## src/core/shp_params.svh

```systemverilog
// constants of the strobed host register port
`ifndef SHP_PARAMS_SVH
`define SHP_PARAMS_SVH

`define SHP_SEL_SETUP_A  3'h0
`define SHP_SEL_SETUP_B  3'h1
`define SHP_SEL_STATUS   3'h2
`define SHP_SEL_COMMAND  3'h3
`define SHP_SEL_SCAN_OUT 3'h4
`define SHP_SEL_SCAN_IN  3'h5
`define SHP_SEL_COUNT    3'h6
`define SHP_SEL_MANUAL   3'h7

`define SHP_RST_SETUP_A  8'h00
`define SHP_RST_SETUP_B  8'h80
`define SHP_RST_COMMAND  8'h00
`define SHP_RST_COUNT    8'h00
`define SHP_RST_MANUAL   8'h00
`define SHP_RST_BYTE     8'h00

`define SHP_STAT_SIN_EMPTY  7
`define SHP_STAT_SOUT_FULL  6
`define SHP_CMD_SOFT_RESET  7
`define SHP_CMD_OPCODE_MSB  3
`define SHP_SETUP_B_DELAY_MSB 3
`define SHP_MANUAL_MASK     8'h0F

`define SHP_LEAD_MAX        3'h4
`define SHP_BUF_DEPTH       4

`endif

```

## src/core/shp_pkg.sv

```systemverilog
// types shared by the strobed host register port
package shp_pkg;
	typedef enum logic [2:0] {
		SHP_IDLE  = 3'b001,
		SHP_READ  = 3'b010,
		SHP_WRITE = 3'b100
	} shp_state_t;

	typedef struct packed {
		logic [7:0] setup_a;
		logic [7:0] setup_b;
		logic [7:0] command;
		logic [7:0] count;
		logic [7:0] manual;
	} shp_cfg_t;

	typedef struct packed {
		logic       counter_state_flag;
		logic [3:0] tap_state_field;
	} shp_core_stat_t;
endpackage

```

## src/core/shp_sync.sv

```systemverilog
// three-stage synchroniser with agreement filter
`timescale 1ns/1ps
module shp_sync #(
	parameter int         W   = 1,
	parameter logic [W-1:0] RST = '0
) (
	input  wire logic         clk_i,
	input  wire logic         resetn_i,
	input  wire logic         ce_i,
	input  wire logic [W-1:0] async_i,
	output logic      [W-1:0] level_o
);
	logic [W-1:0] q1_r;
	logic [W-1:0] q2_r;
	logic [W-1:0] q3_r;
	logic [W-1:0] level_nxt;

	// level moves only once stages two and three agree
	always_comb begin
		level_nxt = (q2_r == q3_r) ? q3_r : level_o;
	end

	always_ff @(posedge clk_i or negedge resetn_i) begin
		if (!resetn_i) begin
			q1_r    <= RST;
			q2_r    <= RST;
			q3_r    <= RST;
			level_o <= RST;
		end else if (ce_i) begin
			q1_r    <= async_i;
			q2_r    <= q1_r;
			q3_r    <= q2_r;
			level_o <= level_nxt;
		end
	end
endmodule

```

## src/core/shp_fifo.sv

```systemverilog
// small byte buffer with registered head
`timescale 1ns/1ps
module shp_fifo #(
	parameter int W     = 8,
	parameter int DEPTH = 4
) (
	input  wire logic         clk_i,
	input  wire logic         resetn_i,
	input  wire logic         ce_i,
	input  wire logic         flush_i,
	input  wire logic         push_i,
	input  wire logic [W-1:0] push_data_i,
	input  wire logic         pop_i,
	output logic      [W-1:0] head_o,
	output logic              valid_o,
	output logic              full_o
);
	localparam int AW = (DEPTH > 1) ? $clog2(DEPTH) : 1;

	generate
		if (DEPTH < 2 || (1 << AW) != DEPTH) begin : g_bad
			$error("shp_fifo: DEPTH must be a power of two, at least 2");
		end
	endgenerate

	logic [W-1:0]  mem [DEPTH];
	logic [AW-1:0] wr_ptr_r;
	logic [AW-1:0] wr_ptr_nxt;
	logic [AW-1:0] rd_ptr_r;
	logic [AW-1:0] rd_ptr_nxt;
	logic [AW:0]   count_r;
	logic [AW:0]   count_nxt;
	logic [W-1:0]  head_nxt;
	logic          wr;
	logic          rd;

	always_comb begin
		wr = push_i && !full_o && !flush_i;
		rd = pop_i && (count_r != '0) && !flush_i;
		wr_ptr_nxt = wr ? wr_ptr_r + 1'b1 : wr_ptr_r;
		rd_ptr_nxt = rd ? rd_ptr_r + 1'b1 : rd_ptr_r;
		count_nxt  = count_r + {{AW{1'b0}}, wr} - {{AW{1'b0}}, rd};
		if (flush_i) begin
			wr_ptr_nxt = '0;
			rd_ptr_nxt = '0;
			count_nxt  = '0;
		end
		// bypass keeps the head right when the slot is written now
		if (wr && wr_ptr_r == rd_ptr_nxt)
			head_nxt = push_data_i;
		else
			head_nxt = mem[rd_ptr_nxt];
	end

	always_ff @(posedge clk_i) begin
		if (ce_i && wr)
			mem[wr_ptr_r] <= push_data_i;
	end

	always_ff @(posedge clk_i or negedge resetn_i) begin
		if (!resetn_i) begin
			wr_ptr_r <= '0;
			rd_ptr_r <= '0;
			count_r  <= '0;
			head_o   <= '0;
			valid_o  <= 1'b0;
			full_o   <= 1'b0;
		end else if (ce_i) begin
			wr_ptr_r <= wr_ptr_nxt;
			rd_ptr_r <= rd_ptr_nxt;
			count_r  <= count_nxt;
			head_o   <= head_nxt;
			valid_o  <= (count_nxt != '0);
			full_o   <= (count_nxt == DEPTH[AW:0]);
		end
	end
endmodule

```

## src/core/shp_host_port.sv

```systemverilog
// strobed host register port of the scan controller
//
// What this block does
// - strobe alone times accesses; direction picks read
// - read enables data bus at strobe fall
// - data bus released whenever strobe is high
// - data bus never driven during a write
// - write captures bus at strobe rise
// - blocked access drops grant until it clears
// - empty scan-in read waits for data
// - full or flushing scan-out write waits
// - busy command holds setup, command, count writes
// - soft reset command write never held
// - retimed duplex writes lead reads by four
// - scan-in empty and scan-out full or flushing visible in status
// - all readable; status and scan-in read-only
// - other writes during command held or ignored, except scan-out
// - reserved read-only bits read zero
// - eight registers in fixed select order
// - setup registers writable unless command runs
`timescale 1ns/1ps
`include "shp_params.svh"
module shp_host_port #(
	parameter int BUF_DEPTH = `SHP_BUF_DEPTH
) (
	input  wire logic                   clk_i,
	input  wire logic                   resetn_i,
	input  wire logic                   ce_i,
	input  wire logic                   access_strobe_n_i,
	input  wire logic                   read_not_write_i,
	input  wire logic [2:0]             register_select_i,
	input  wire logic [7:0]             host_data_bus_i,
	output logic      [7:0]             host_data_bus_o,
	output logic                        host_data_bus_oe_o,
	output logic                        grant_o,
	output shp_pkg::shp_cfg_t           config_o,
	output logic                        soft_reset_o,
	input  wire logic                   cmd_done_i,
	input  wire shp_pkg::shp_core_stat_t core_stat_i,
	input  wire logic                   full_duplex_i,
	input  wire logic                   scan_out_flush_i,
	input  wire logic                   scan_out_pop_i,
	output logic      [7:0]             scan_out_data_o,
	output logic                        scan_out_valid_o,
	input  wire logic                   scan_in_push_i,
	input  wire logic [7:0]             scan_in_data_i,
	output logic                        scan_in_full_o
);
	import shp_pkg::*;

	logic       stb_lvl;
	logic       stb_prev_r;
	logic       rw_lvl;
	logic [2:0] sel_lvl;
	logic [7:0] data_lvl;

	shp_state_t state_r;
	shp_state_t state_nxt;
	logic       acc_rw_r;
	logic       acc_rw_nxt;
	logic [2:0] acc_sel_r;
	logic [2:0] acc_sel_nxt;
	logic       served_r;
	logic       served_nxt;
	logic       grant_nxt;
	logic       oe_nxt;
	logic [7:0] dout_nxt;
	shp_cfg_t   cfg_nxt;
	logic [7:0] sout_last_r;
	logic [7:0] sout_last_nxt;
	logic [2:0] lead_r;
	logic [2:0] lead_nxt;
	logic       sreset_nxt;

	logic       fall;
	logic       rise;
	logic       busy;
	logic       lead_block;
	logic       rd_blocked;
	logic       wr_blocked;
	logic       do_write;
	logic       sout_push;
	logic       sin_pop;
	logic       sin_valid;
	logic       sout_full;
	logic [7:0] sin_head;
	logic [7:0] status;
	logic [7:0] rd_mux;

	// all host pins cross into the core clock before use
	shp_sync #(.W(1), .RST(1'b1)) u_sync_stb (
		.clk_i    (clk_i),
		.resetn_i (resetn_i),
		.ce_i     (ce_i),
		.async_i  (access_strobe_n_i),
		.level_o  (stb_lvl)
	);
	shp_sync #(.W(12), .RST(12'h000)) u_sync_bus (
		.clk_i    (clk_i),
		.resetn_i (resetn_i),
		.ce_i     (ce_i),
		.async_i  ({read_not_write_i, register_select_i, host_data_bus_i}),
		.level_o  ({rw_lvl, sel_lvl, data_lvl})
	);

	shp_fifo #(.W(8), .DEPTH(BUF_DEPTH)) u_scan_out (
		.clk_i       (clk_i),
		.resetn_i    (resetn_i),
		.ce_i        (ce_i),
		.flush_i     (scan_out_flush_i || sreset_nxt),
		.push_i      (sout_push),
		.push_data_i (data_lvl),
		.pop_i       (scan_out_pop_i),
		.head_o      (scan_out_data_o),
		.valid_o     (scan_out_valid_o),
		.full_o      (sout_full)
	);
	shp_fifo #(.W(8), .DEPTH(BUF_DEPTH)) u_scan_in (
		.clk_i       (clk_i),
		.resetn_i    (resetn_i),
		.ce_i        (ce_i),
		.flush_i     (sreset_nxt),
		.push_i      (scan_in_push_i),
		.push_data_i (scan_in_data_i),
		.pop_i       (sin_pop),
		.head_o      (sin_head),
		.valid_o     (sin_valid),
		.full_o      (scan_in_full_o)
	);

	// blocking conditions and live status
	always_comb begin
		fall = stb_prev_r && !stb_lvl;
		rise = !stb_prev_r && stb_lvl;
		busy = (config_o.command[`SHP_CMD_OPCODE_MSB:0] != 4'h0);
		lead_block = full_duplex_i && (lead_r >= `SHP_LEAD_MAX) &&
			(config_o.setup_b[`SHP_SETUP_B_DELAY_MSB:0] != 4'h0);
		rd_blocked = (acc_sel_r == `SHP_SEL_SCAN_IN) && !sin_valid;
		case (acc_sel_r)
			`SHP_SEL_SCAN_OUT: wr_blocked = sout_full || scan_out_flush_i ||
				lead_block;
			`SHP_SEL_SETUP_A,
			`SHP_SEL_SETUP_B,
			`SHP_SEL_COUNT:    wr_blocked = busy;
			`SHP_SEL_COMMAND:  wr_blocked = busy &&
				!data_lvl[`SHP_CMD_SOFT_RESET];
			default:           wr_blocked = 1'b0;
		endcase
		// reserved read-only bit 4 reads zero
		status = {!sin_valid, sout_full || scan_out_flush_i,
			core_stat_i.counter_state_flag, 1'b0,
			core_stat_i.tap_state_field};
		case (acc_sel_r)
			`SHP_SEL_SETUP_A:  rd_mux = config_o.setup_a;
			`SHP_SEL_SETUP_B:  rd_mux = config_o.setup_b;
			`SHP_SEL_STATUS:   rd_mux = status;
			`SHP_SEL_COMMAND:  rd_mux = config_o.command;
			`SHP_SEL_SCAN_OUT: rd_mux = sout_last_r;
			`SHP_SEL_SCAN_IN:  rd_mux = sin_head;
			`SHP_SEL_COUNT:    rd_mux = config_o.count;
			default:           rd_mux = config_o.manual;
		endcase
	end

	// access sequencer
	always_comb begin
		state_nxt   = state_r;
		acc_rw_nxt  = acc_rw_r;
		acc_sel_nxt = acc_sel_r;
		served_nxt  = served_r;
		grant_nxt   = grant_o;
		oe_nxt      = host_data_bus_oe_o;
		dout_nxt    = host_data_bus_o;
		do_write    = 1'b0;
		sin_pop     = 1'b0;
		case (state_r)
			SHP_IDLE: begin
				grant_nxt = 1'b1;
				if (fall) begin
					acc_rw_nxt  = rw_lvl;
					acc_sel_nxt = sel_lvl;
					served_nxt  = 1'b0;
					oe_nxt      = rw_lvl;
					state_nxt   = rw_lvl ? SHP_READ : SHP_WRITE;
				end
			end
			SHP_READ: begin
				if (rise) begin
					// abort while held leaves the buffer untouched
					oe_nxt    = 1'b0;
					grant_nxt = 1'b1;
					state_nxt = SHP_IDLE;
				end else if (!served_r) begin
					if (rd_blocked) begin
						grant_nxt = 1'b0;
					end else begin
						dout_nxt   = rd_mux;
						grant_nxt  = 1'b1;
						served_nxt = 1'b1;
						sin_pop    = (acc_sel_r == `SHP_SEL_SCAN_IN);
					end
				end
			end
			SHP_WRITE: begin
				oe_nxt    = 1'b0;
				grant_nxt = !wr_blocked;
				if (rise) begin
					do_write  = !wr_blocked;
					grant_nxt = 1'b1;
					state_nxt = SHP_IDLE;
				end
			end
			default: begin
				state_nxt = SHP_IDLE;
				oe_nxt    = 1'b0;
				grant_nxt = 1'b1;
			end
		endcase
	end

	// register file and scan bookkeeping
	always_comb begin
		cfg_nxt       = config_o;
		sout_last_nxt = sout_last_r;
		sreset_nxt    = 1'b0;
		sout_push     = 1'b0;
		if (cmd_done_i)
			cfg_nxt.command[`SHP_CMD_OPCODE_MSB:0] = 4'h0;
		if (do_write) begin
			case (acc_sel_r)
				`SHP_SEL_SETUP_A:  cfg_nxt.setup_a = data_lvl;
				`SHP_SEL_SETUP_B:  cfg_nxt.setup_b = data_lvl;
				`SHP_SEL_COMMAND: begin
					if (data_lvl[`SHP_CMD_SOFT_RESET]) begin
						// soft reset self-clears and ends any command
						sreset_nxt      = 1'b1;
						cfg_nxt.command = `SHP_RST_COMMAND;
					end else begin
						cfg_nxt.command = data_lvl;
					end
				end
				`SHP_SEL_SCAN_OUT: begin
					sout_push     = 1'b1;
					sout_last_nxt = data_lvl;
				end
				`SHP_SEL_COUNT:    cfg_nxt.count = data_lvl;
				`SHP_SEL_MANUAL: begin
					// ignored, not held, while a command runs
					if (!busy)
						cfg_nxt.manual = data_lvl & `SHP_MANUAL_MASK;
				end
				default: ; // status and scan-in are read-only
			endcase
		end
		// floor at zero: bytes left from before the scan must not wrap it
		lead_nxt = lead_r + {2'b00, sout_push} -
			{2'b00, sin_pop && (lead_r != 3'h0)};
		if (!full_duplex_i || sreset_nxt ||
			config_o.setup_b[`SHP_SETUP_B_DELAY_MSB:0] == 4'h0)
			lead_nxt = 3'h0;
	end

	always_ff @(posedge clk_i or negedge resetn_i) begin
		if (!resetn_i) begin
			stb_prev_r         <= 1'b1;
			state_r            <= SHP_IDLE;
			acc_rw_r           <= 1'b0;
			acc_sel_r          <= 3'h0;
			served_r           <= 1'b0;
			grant_o            <= 1'b1;
			host_data_bus_oe_o <= 1'b0;
			host_data_bus_o    <= `SHP_RST_BYTE;
			config_o.setup_a   <= `SHP_RST_SETUP_A;
			config_o.setup_b   <= `SHP_RST_SETUP_B;
			config_o.command   <= `SHP_RST_COMMAND;
			config_o.count     <= `SHP_RST_COUNT;
			config_o.manual    <= `SHP_RST_MANUAL;
			sout_last_r        <= `SHP_RST_BYTE;
			lead_r             <= 3'h0;
			soft_reset_o       <= 1'b0;
		end else if (ce_i) begin
			stb_prev_r         <= stb_lvl;
			state_r            <= state_nxt;
			acc_rw_r           <= acc_rw_nxt;
			acc_sel_r          <= acc_sel_nxt;
			served_r           <= served_nxt;
			grant_o            <= grant_nxt;
			host_data_bus_oe_o <= oe_nxt;
			host_data_bus_o    <= dout_nxt;
			config_o           <= cfg_nxt;
			sout_last_r        <= sout_last_nxt;
			lead_r             <= lead_nxt;
			soft_reset_o       <= sreset_nxt;
		end
	end
endmodule

```

## config.mk

```make
export PLATFORM = sky130hd
export DESIGN_NAME = shp_host_port
export DESIGN_NICKNAME = d
export VERILOG_FILES = /design/src/core/shp_pkg.sv /design/src/core/shp_sync.sv /design/src/core/shp_fifo.sv /design/src/core/shp_host_port.sv
export VERILOG_INCLUDE_DIRS = /design/src /design/src/core
export SDC_FILE = /design/constraint.sdc
export NUM_CORES = 1
export LEC_CHECK = 0
export ABC_AREA = 1
export BUFFER_PORTS_ARGS = -buffer_cell sky130_fd_sc_hd__clkbuf_2
export CAP_MARGIN = 0
export CORE_UTILIZATION = 50
export DETAILED_ROUTE_END_ITERATION = 7
export PLACE_DENSITY_LB_ADDON = 0.1
export SETUP_SLACK_MARGIN = 0.3
export SKIP_LAST_GASP = 1
export SLEW_MARGIN = 20
export SYNTH_ARGS = -nofsm -noshare
export SYNTH_HDL_FRONTEND = slang
export SYNTH_SLANG_ARGS = --single-unit
```

## constraint.sdc

```tcl
create_clock -name clk_i -period 7.6 [get_ports clk_i]
set_input_delay 1.52 -clock clk_i [delete_from_list [all_inputs] [get_ports clk_i]]
set_output_delay 1.52 -clock clk_i [all_outputs]
set_load 0.05 [all_outputs]
```

==> results.json <==
{
  "run_status": "complete, no violations",
  "regToRegSetupSlack_ns": 4.43,
  "detailedRoute.firstIterationViolations": 561,
  "report.final.slew_viol_count": 0,
  "post_synth.cell_area_avg_um2": 9.27,
  "fmaxAchievable_mhz": 280,
  "crit_reg_reg_startpoint": "u_sync_bus.level_o[7]",
  "die_h_um": 142,
  "yosys.area.top_type_share_pct": 36.4,
  "fin_hold_ws_ns": 0.470,
  "final_area_um2": 11300,
  "cp-endpoint": "u_scan_out.full_o",
  "dr_total_vias": 7517,
  "ys_types": 47,
  "htree_num_levels": 1,
  "yosys.area_share.simple_pct": 22.1,
  "main_combinational_cell_family_by_area_after_synthesis": "simple AND/OR/NAND/NOR gates",
  "chip_width_um": 142,
  "core_region_um2": 19000,
  "dp.cells": 1376,
  "compound_gate_portion_of_the_synthesized_area_pct": 9.24,
  "hold_buffers": 0,
  "clock-sinks": 215,
  "clk_path_buf_depth": 3,
  "detail_route.drc_violations": 0,
  "cp_data_required_time_ns": 8.04,
  "globalRouteTotalUtil_pct": 24.1,
  "cellPowerDensity_nw_per_um2": 283,
  "critPathLaunchType": "input port",
  "antenna_left": 0,
  "initial_antenna_violation_count": 0,
  "floorplan.initialDensity_pct": 51.7,
  "timing.final.crit_period_ns": 3.57,
  "post_route_cells_drive_above_1_share_pct": 14.0,
  "critPathMaxFanout": 23,
  "final_net_count": 1194,
  "portBuffers": 89,
  "p_sw_share_pct": 31.5,
  "ir_drop_mv": 0.184,
  "gr-total-overflow": 0,
  "internal_power_uw": 2190,
  "fin_tns_setup_ns": 0,
  "fin_skew_ns": 0.00883,
  "io_pins": 95,
  "insertion_delay_ns": 0.52,
  "gp_weighted_congestion": 0.837,
  "clock_power_share_pct": 35.8,
  "grt_start_max_net_pins": 93,
  "synth_async_sr_flop_share_pct": 70.2,
  "first_global_vias": 7275,
  "switchingPower_uw": 1000,
  "clock-root-buffer": "sky130_fd_sc_hd__clkbuf_16",
  "synth-seq-cells": 215,
  "drv_cap": 0,
  "mappedNetlistArea_um2": 9840,
  "seq_area_frac_synth_pct": 58.0,
  "seq_power_share_pct": 44.1,
  "grt_first_pass_wirelength_um": 37900,
  "setup_viol": 0,
  "row_count": 50,
  "maxSlewHeadroom_pct": 26.7,
  "synth_cells": 1062,
  "synth_top_cell_by_area": "sky130_fd_sc_hd__dfrtp_1",
  "cts_setup_buffers": 0,
  "drt-vias-per-instance": 5.29,
  "synth_most_common_cell": "sky130_fd_sc_hd__nand2_1",
  "yosys.area_share.adder_pct": 2.39,
  "place_area_um2": 10500,
  "netlist_top_cells_area": "sky130_fd_sc_hd__dfrtp_1 36%, sky130_fd_sc_hd__edfxtp_1 20%, sky130_fd_sc_hd__nand2_1 12%, sky130_fd_sc_hd__o21ai_0 5.4%, sky130_fd_sc_hd__nand3_1 4.7%",
  "rsz_0062_raised_after_global_routing": "no",
  "antenna-diode-count": 0,
  "die-area_um2": 20200,
  "yosys.area_share.xor_xnor_pct": 1.61,
  "critical_path_arrival_ns": 4.00,
  "dr_wl_cell_um": 16.5,
  "worstSetupEndpointType": "flip-flop",
  "power.combinational.fraction_pct": 20.1,
  "finalWirelength_um": 23400,
  "numCtsBuffers": 24,
  "dominantRegCellSynth": "sky130_fd_sc_hd__dfrtp_1",
  "final-instance-count-excl-fill": 1421,
  "post-route-period-util_pct": 46.9,
  "worst-setup-path-type": "input port to flip-flop",
  "yosys_warnings": 0,
  "muxShareOfSynthArea_pct": 0,
  "timing.rr.end": "u_scan_in.valid_o",
  "leakage_uw": 0.00524,
  "detailed_place_hpwl_um": 16100,
  "worstRegToRegCells": 16,
  "clk_pin_slew_worst_paths_ns": 0.06,
  "post_cts_resize_count": 0,
  "synthTopCellsByCount": "308 x sky130_fd_sc_hd__nand2_1, 143 x sky130_fd_sc_hd__dfrtp_1, 106 x sky130_fd_sc_hd__o21ai_0",
  "post-layout-total-power_uw": 3190,
  "first_pass_iters": 5,
  "cts_tree": "yes",
  "critical_path.startpoint": "scan_out_flush_i",
  "hold_violations": 0,
  "number_of_enable_type_register_cells_in_the_synthesized_netlist": 64,
  "hp-class": "flip-flop to flip-flop",
  "actual_transition_at_the_worst_max_transition_pin_ns": 1.09,
  "area.growth.synth_to_final_pct": 14.5
}
## through the flow
step | utilization (%) | setup WS (ns)
3_3_place_gp | 55.0 | 3.59
4_1_cts | 59.1 | 4.06
6_report | 59.3 | 4.03
2_1_floorplan | - | 3.97
5_1_grt | 59.3 | 3.77
3_5_place_dp | 55.0 | 3.53
## power groups by stage
stage / Combinational [uW] / Clock [uW] / Sequential [uW]
2_1_floorplan: 396 / 0 / 1480
3_3_place_gp: 631 / 0 / 1420
3_5_place_dp: 640 / 0 / 1430
4_1_cts: 644 / 1160 / 1410
5_1_grt: 718 / 1210 / 1420
6_report: 642 / 1140 / 1410
## flip-flops by register name, summed over array words and instances, names as in the netlist, 8 cells and up
register            cells
sout_last_r             8
u_scan_out.mem         32
u_sync_bus.q2_r        12
host_data_bus_o         8
u_scan_in.mem          32
u_sync_bus.q3_r        12
u_scan_out.head_o       8
u_sync_bus.level_o     12
config_o               35
u_sync_bus.q1_r        12
u_scan_in.head_o        8
## worst min path at each step
stage,from,end,slack [ns],cells after the start
floorplan,u_sync_bus.q1_r[0],u_sync_bus.q1_r[0],0.44,2
global placement,u_sync_bus.q1_r[1],u_sync_bus.q1_r[1],0.45,2
detailed placement,u_sync_bus.q1_r[6],u_sync_bus.q1_r[6],0.46,2
CTS,u_sync_bus.q1_r[6],u_sync_bus.q1_r[6],0.47,2
global route,u_sync_bus.q1_r[0],u_sync_bus.q1_r[0],0.50,2
finish,u_sync_bus.q1_r[5],u_sync_bus.q1_r[5],0.47,2
## placed cells by master, fill, tap and decap left out, types with 6 or more instances in the layout
cell / Yosys / final
sky130_fd_sc_hd__a21oi_1: 14 / 14
sky130_fd_sc_hd__a221oi_1: 8 / 8
sky130_fd_sc_hd__clkbuf_1: 20 / 9
sky130_fd_sc_hd__clkbuf_16: 0 / 24
sky130_fd_sc_hd__clkbuf_2: 0 / 87
sky130_fd_sc_hd__dfrtp_1: 143 / 143
sky130_fd_sc_hd__dfstp_2: 8 / 8
sky130_fd_sc_hd__edfxtp_1: 64 / 64
sky130_fd_sc_hd__ha_1: 14 / 14
sky130_fd_sc_hd__inv_1: 104 / 103
sky130_fd_sc_hd__inv_2: 7 / 8
sky130_fd_sc_hd__nand2_1: 308 / 308
sky130_fd_sc_hd__nand3_1: 92 / 92
sky130_fd_sc_hd__nand4_1: 35 / 35
sky130_fd_sc_hd__nor2_1: 35 / 35
sky130_fd_sc_hd__o21ai_0: 106 / 106
sky130_fd_sc_hd__o21ai_1: 7 / 7
sky130_fd_sc_hd__o22ai_1: 10 / 10
sky130_fd_sc_hd__xnor2_1: 9 / 9
sky130_fd_sc_hd__xor2_1: 6 / 6
## worst max-delay path, stage by stage
cell	delay, ns
sky130_fd_sc_hd__clkbuf_2	0.10
sky130_fd_sc_hd__inv_1	0.55
sky130_fd_sc_hd__nand2_1	0.28
sky130_fd_sc_hd__nor2_1	0.16
sky130_fd_sc_hd__ha_1	0.24
sky130_fd_sc_hd__inv_1	0.06
sky130_fd_sc_hd__ha_1	0.13
sky130_fd_sc_hd__inv_1	0.05
sky130_fd_sc_hd__fa_1	0.39
sky130_fd_sc_hd__xor2_1	0.16
sky130_fd_sc_hd__nand4_1	0.15
sky130_fd_sc_hd__o21ai_0	0.21
## area by class of cell
| class | instances | area, um2 |
|---|---|---|
| Tap cell | 260 | 325 |
| Fill cell | 1715 | 7750 |
| Clock buffer | 37 | 689 |
| Inverter | 114 | 428 |
| Multi-Input combinational cell | 693 | 3510 |
| Clock inverter | 7 | 93.8 |
| Sequential cell | 215 | 5710 |
| Timing Repair Buffer | 95 | 517 |
## logic make-up (layout without fill, tap and decap cells)
family / Yosys count / in the layout
other: 1 / 5
adder cells (fa/ha/maj): 17 / 17
XOR/XNOR: 16 / 16
AND/OR/NAND/NOR: 492 / 492
AO/OA/AOI/OAI: 163 / 163
flip-flops: 215 / 215
buffers and inverters: 158 / 253
## per-layer routing
metal,track usage [%],share of wire [%],vias to the layer above
met4,6.79,2.3,0
met5,0,0,-
met2,39.4,47,204
met1,33.9,45,3582
li1,-,-,3691
met3,3.06,4.9,40
(Power assumes the default switching activity.)
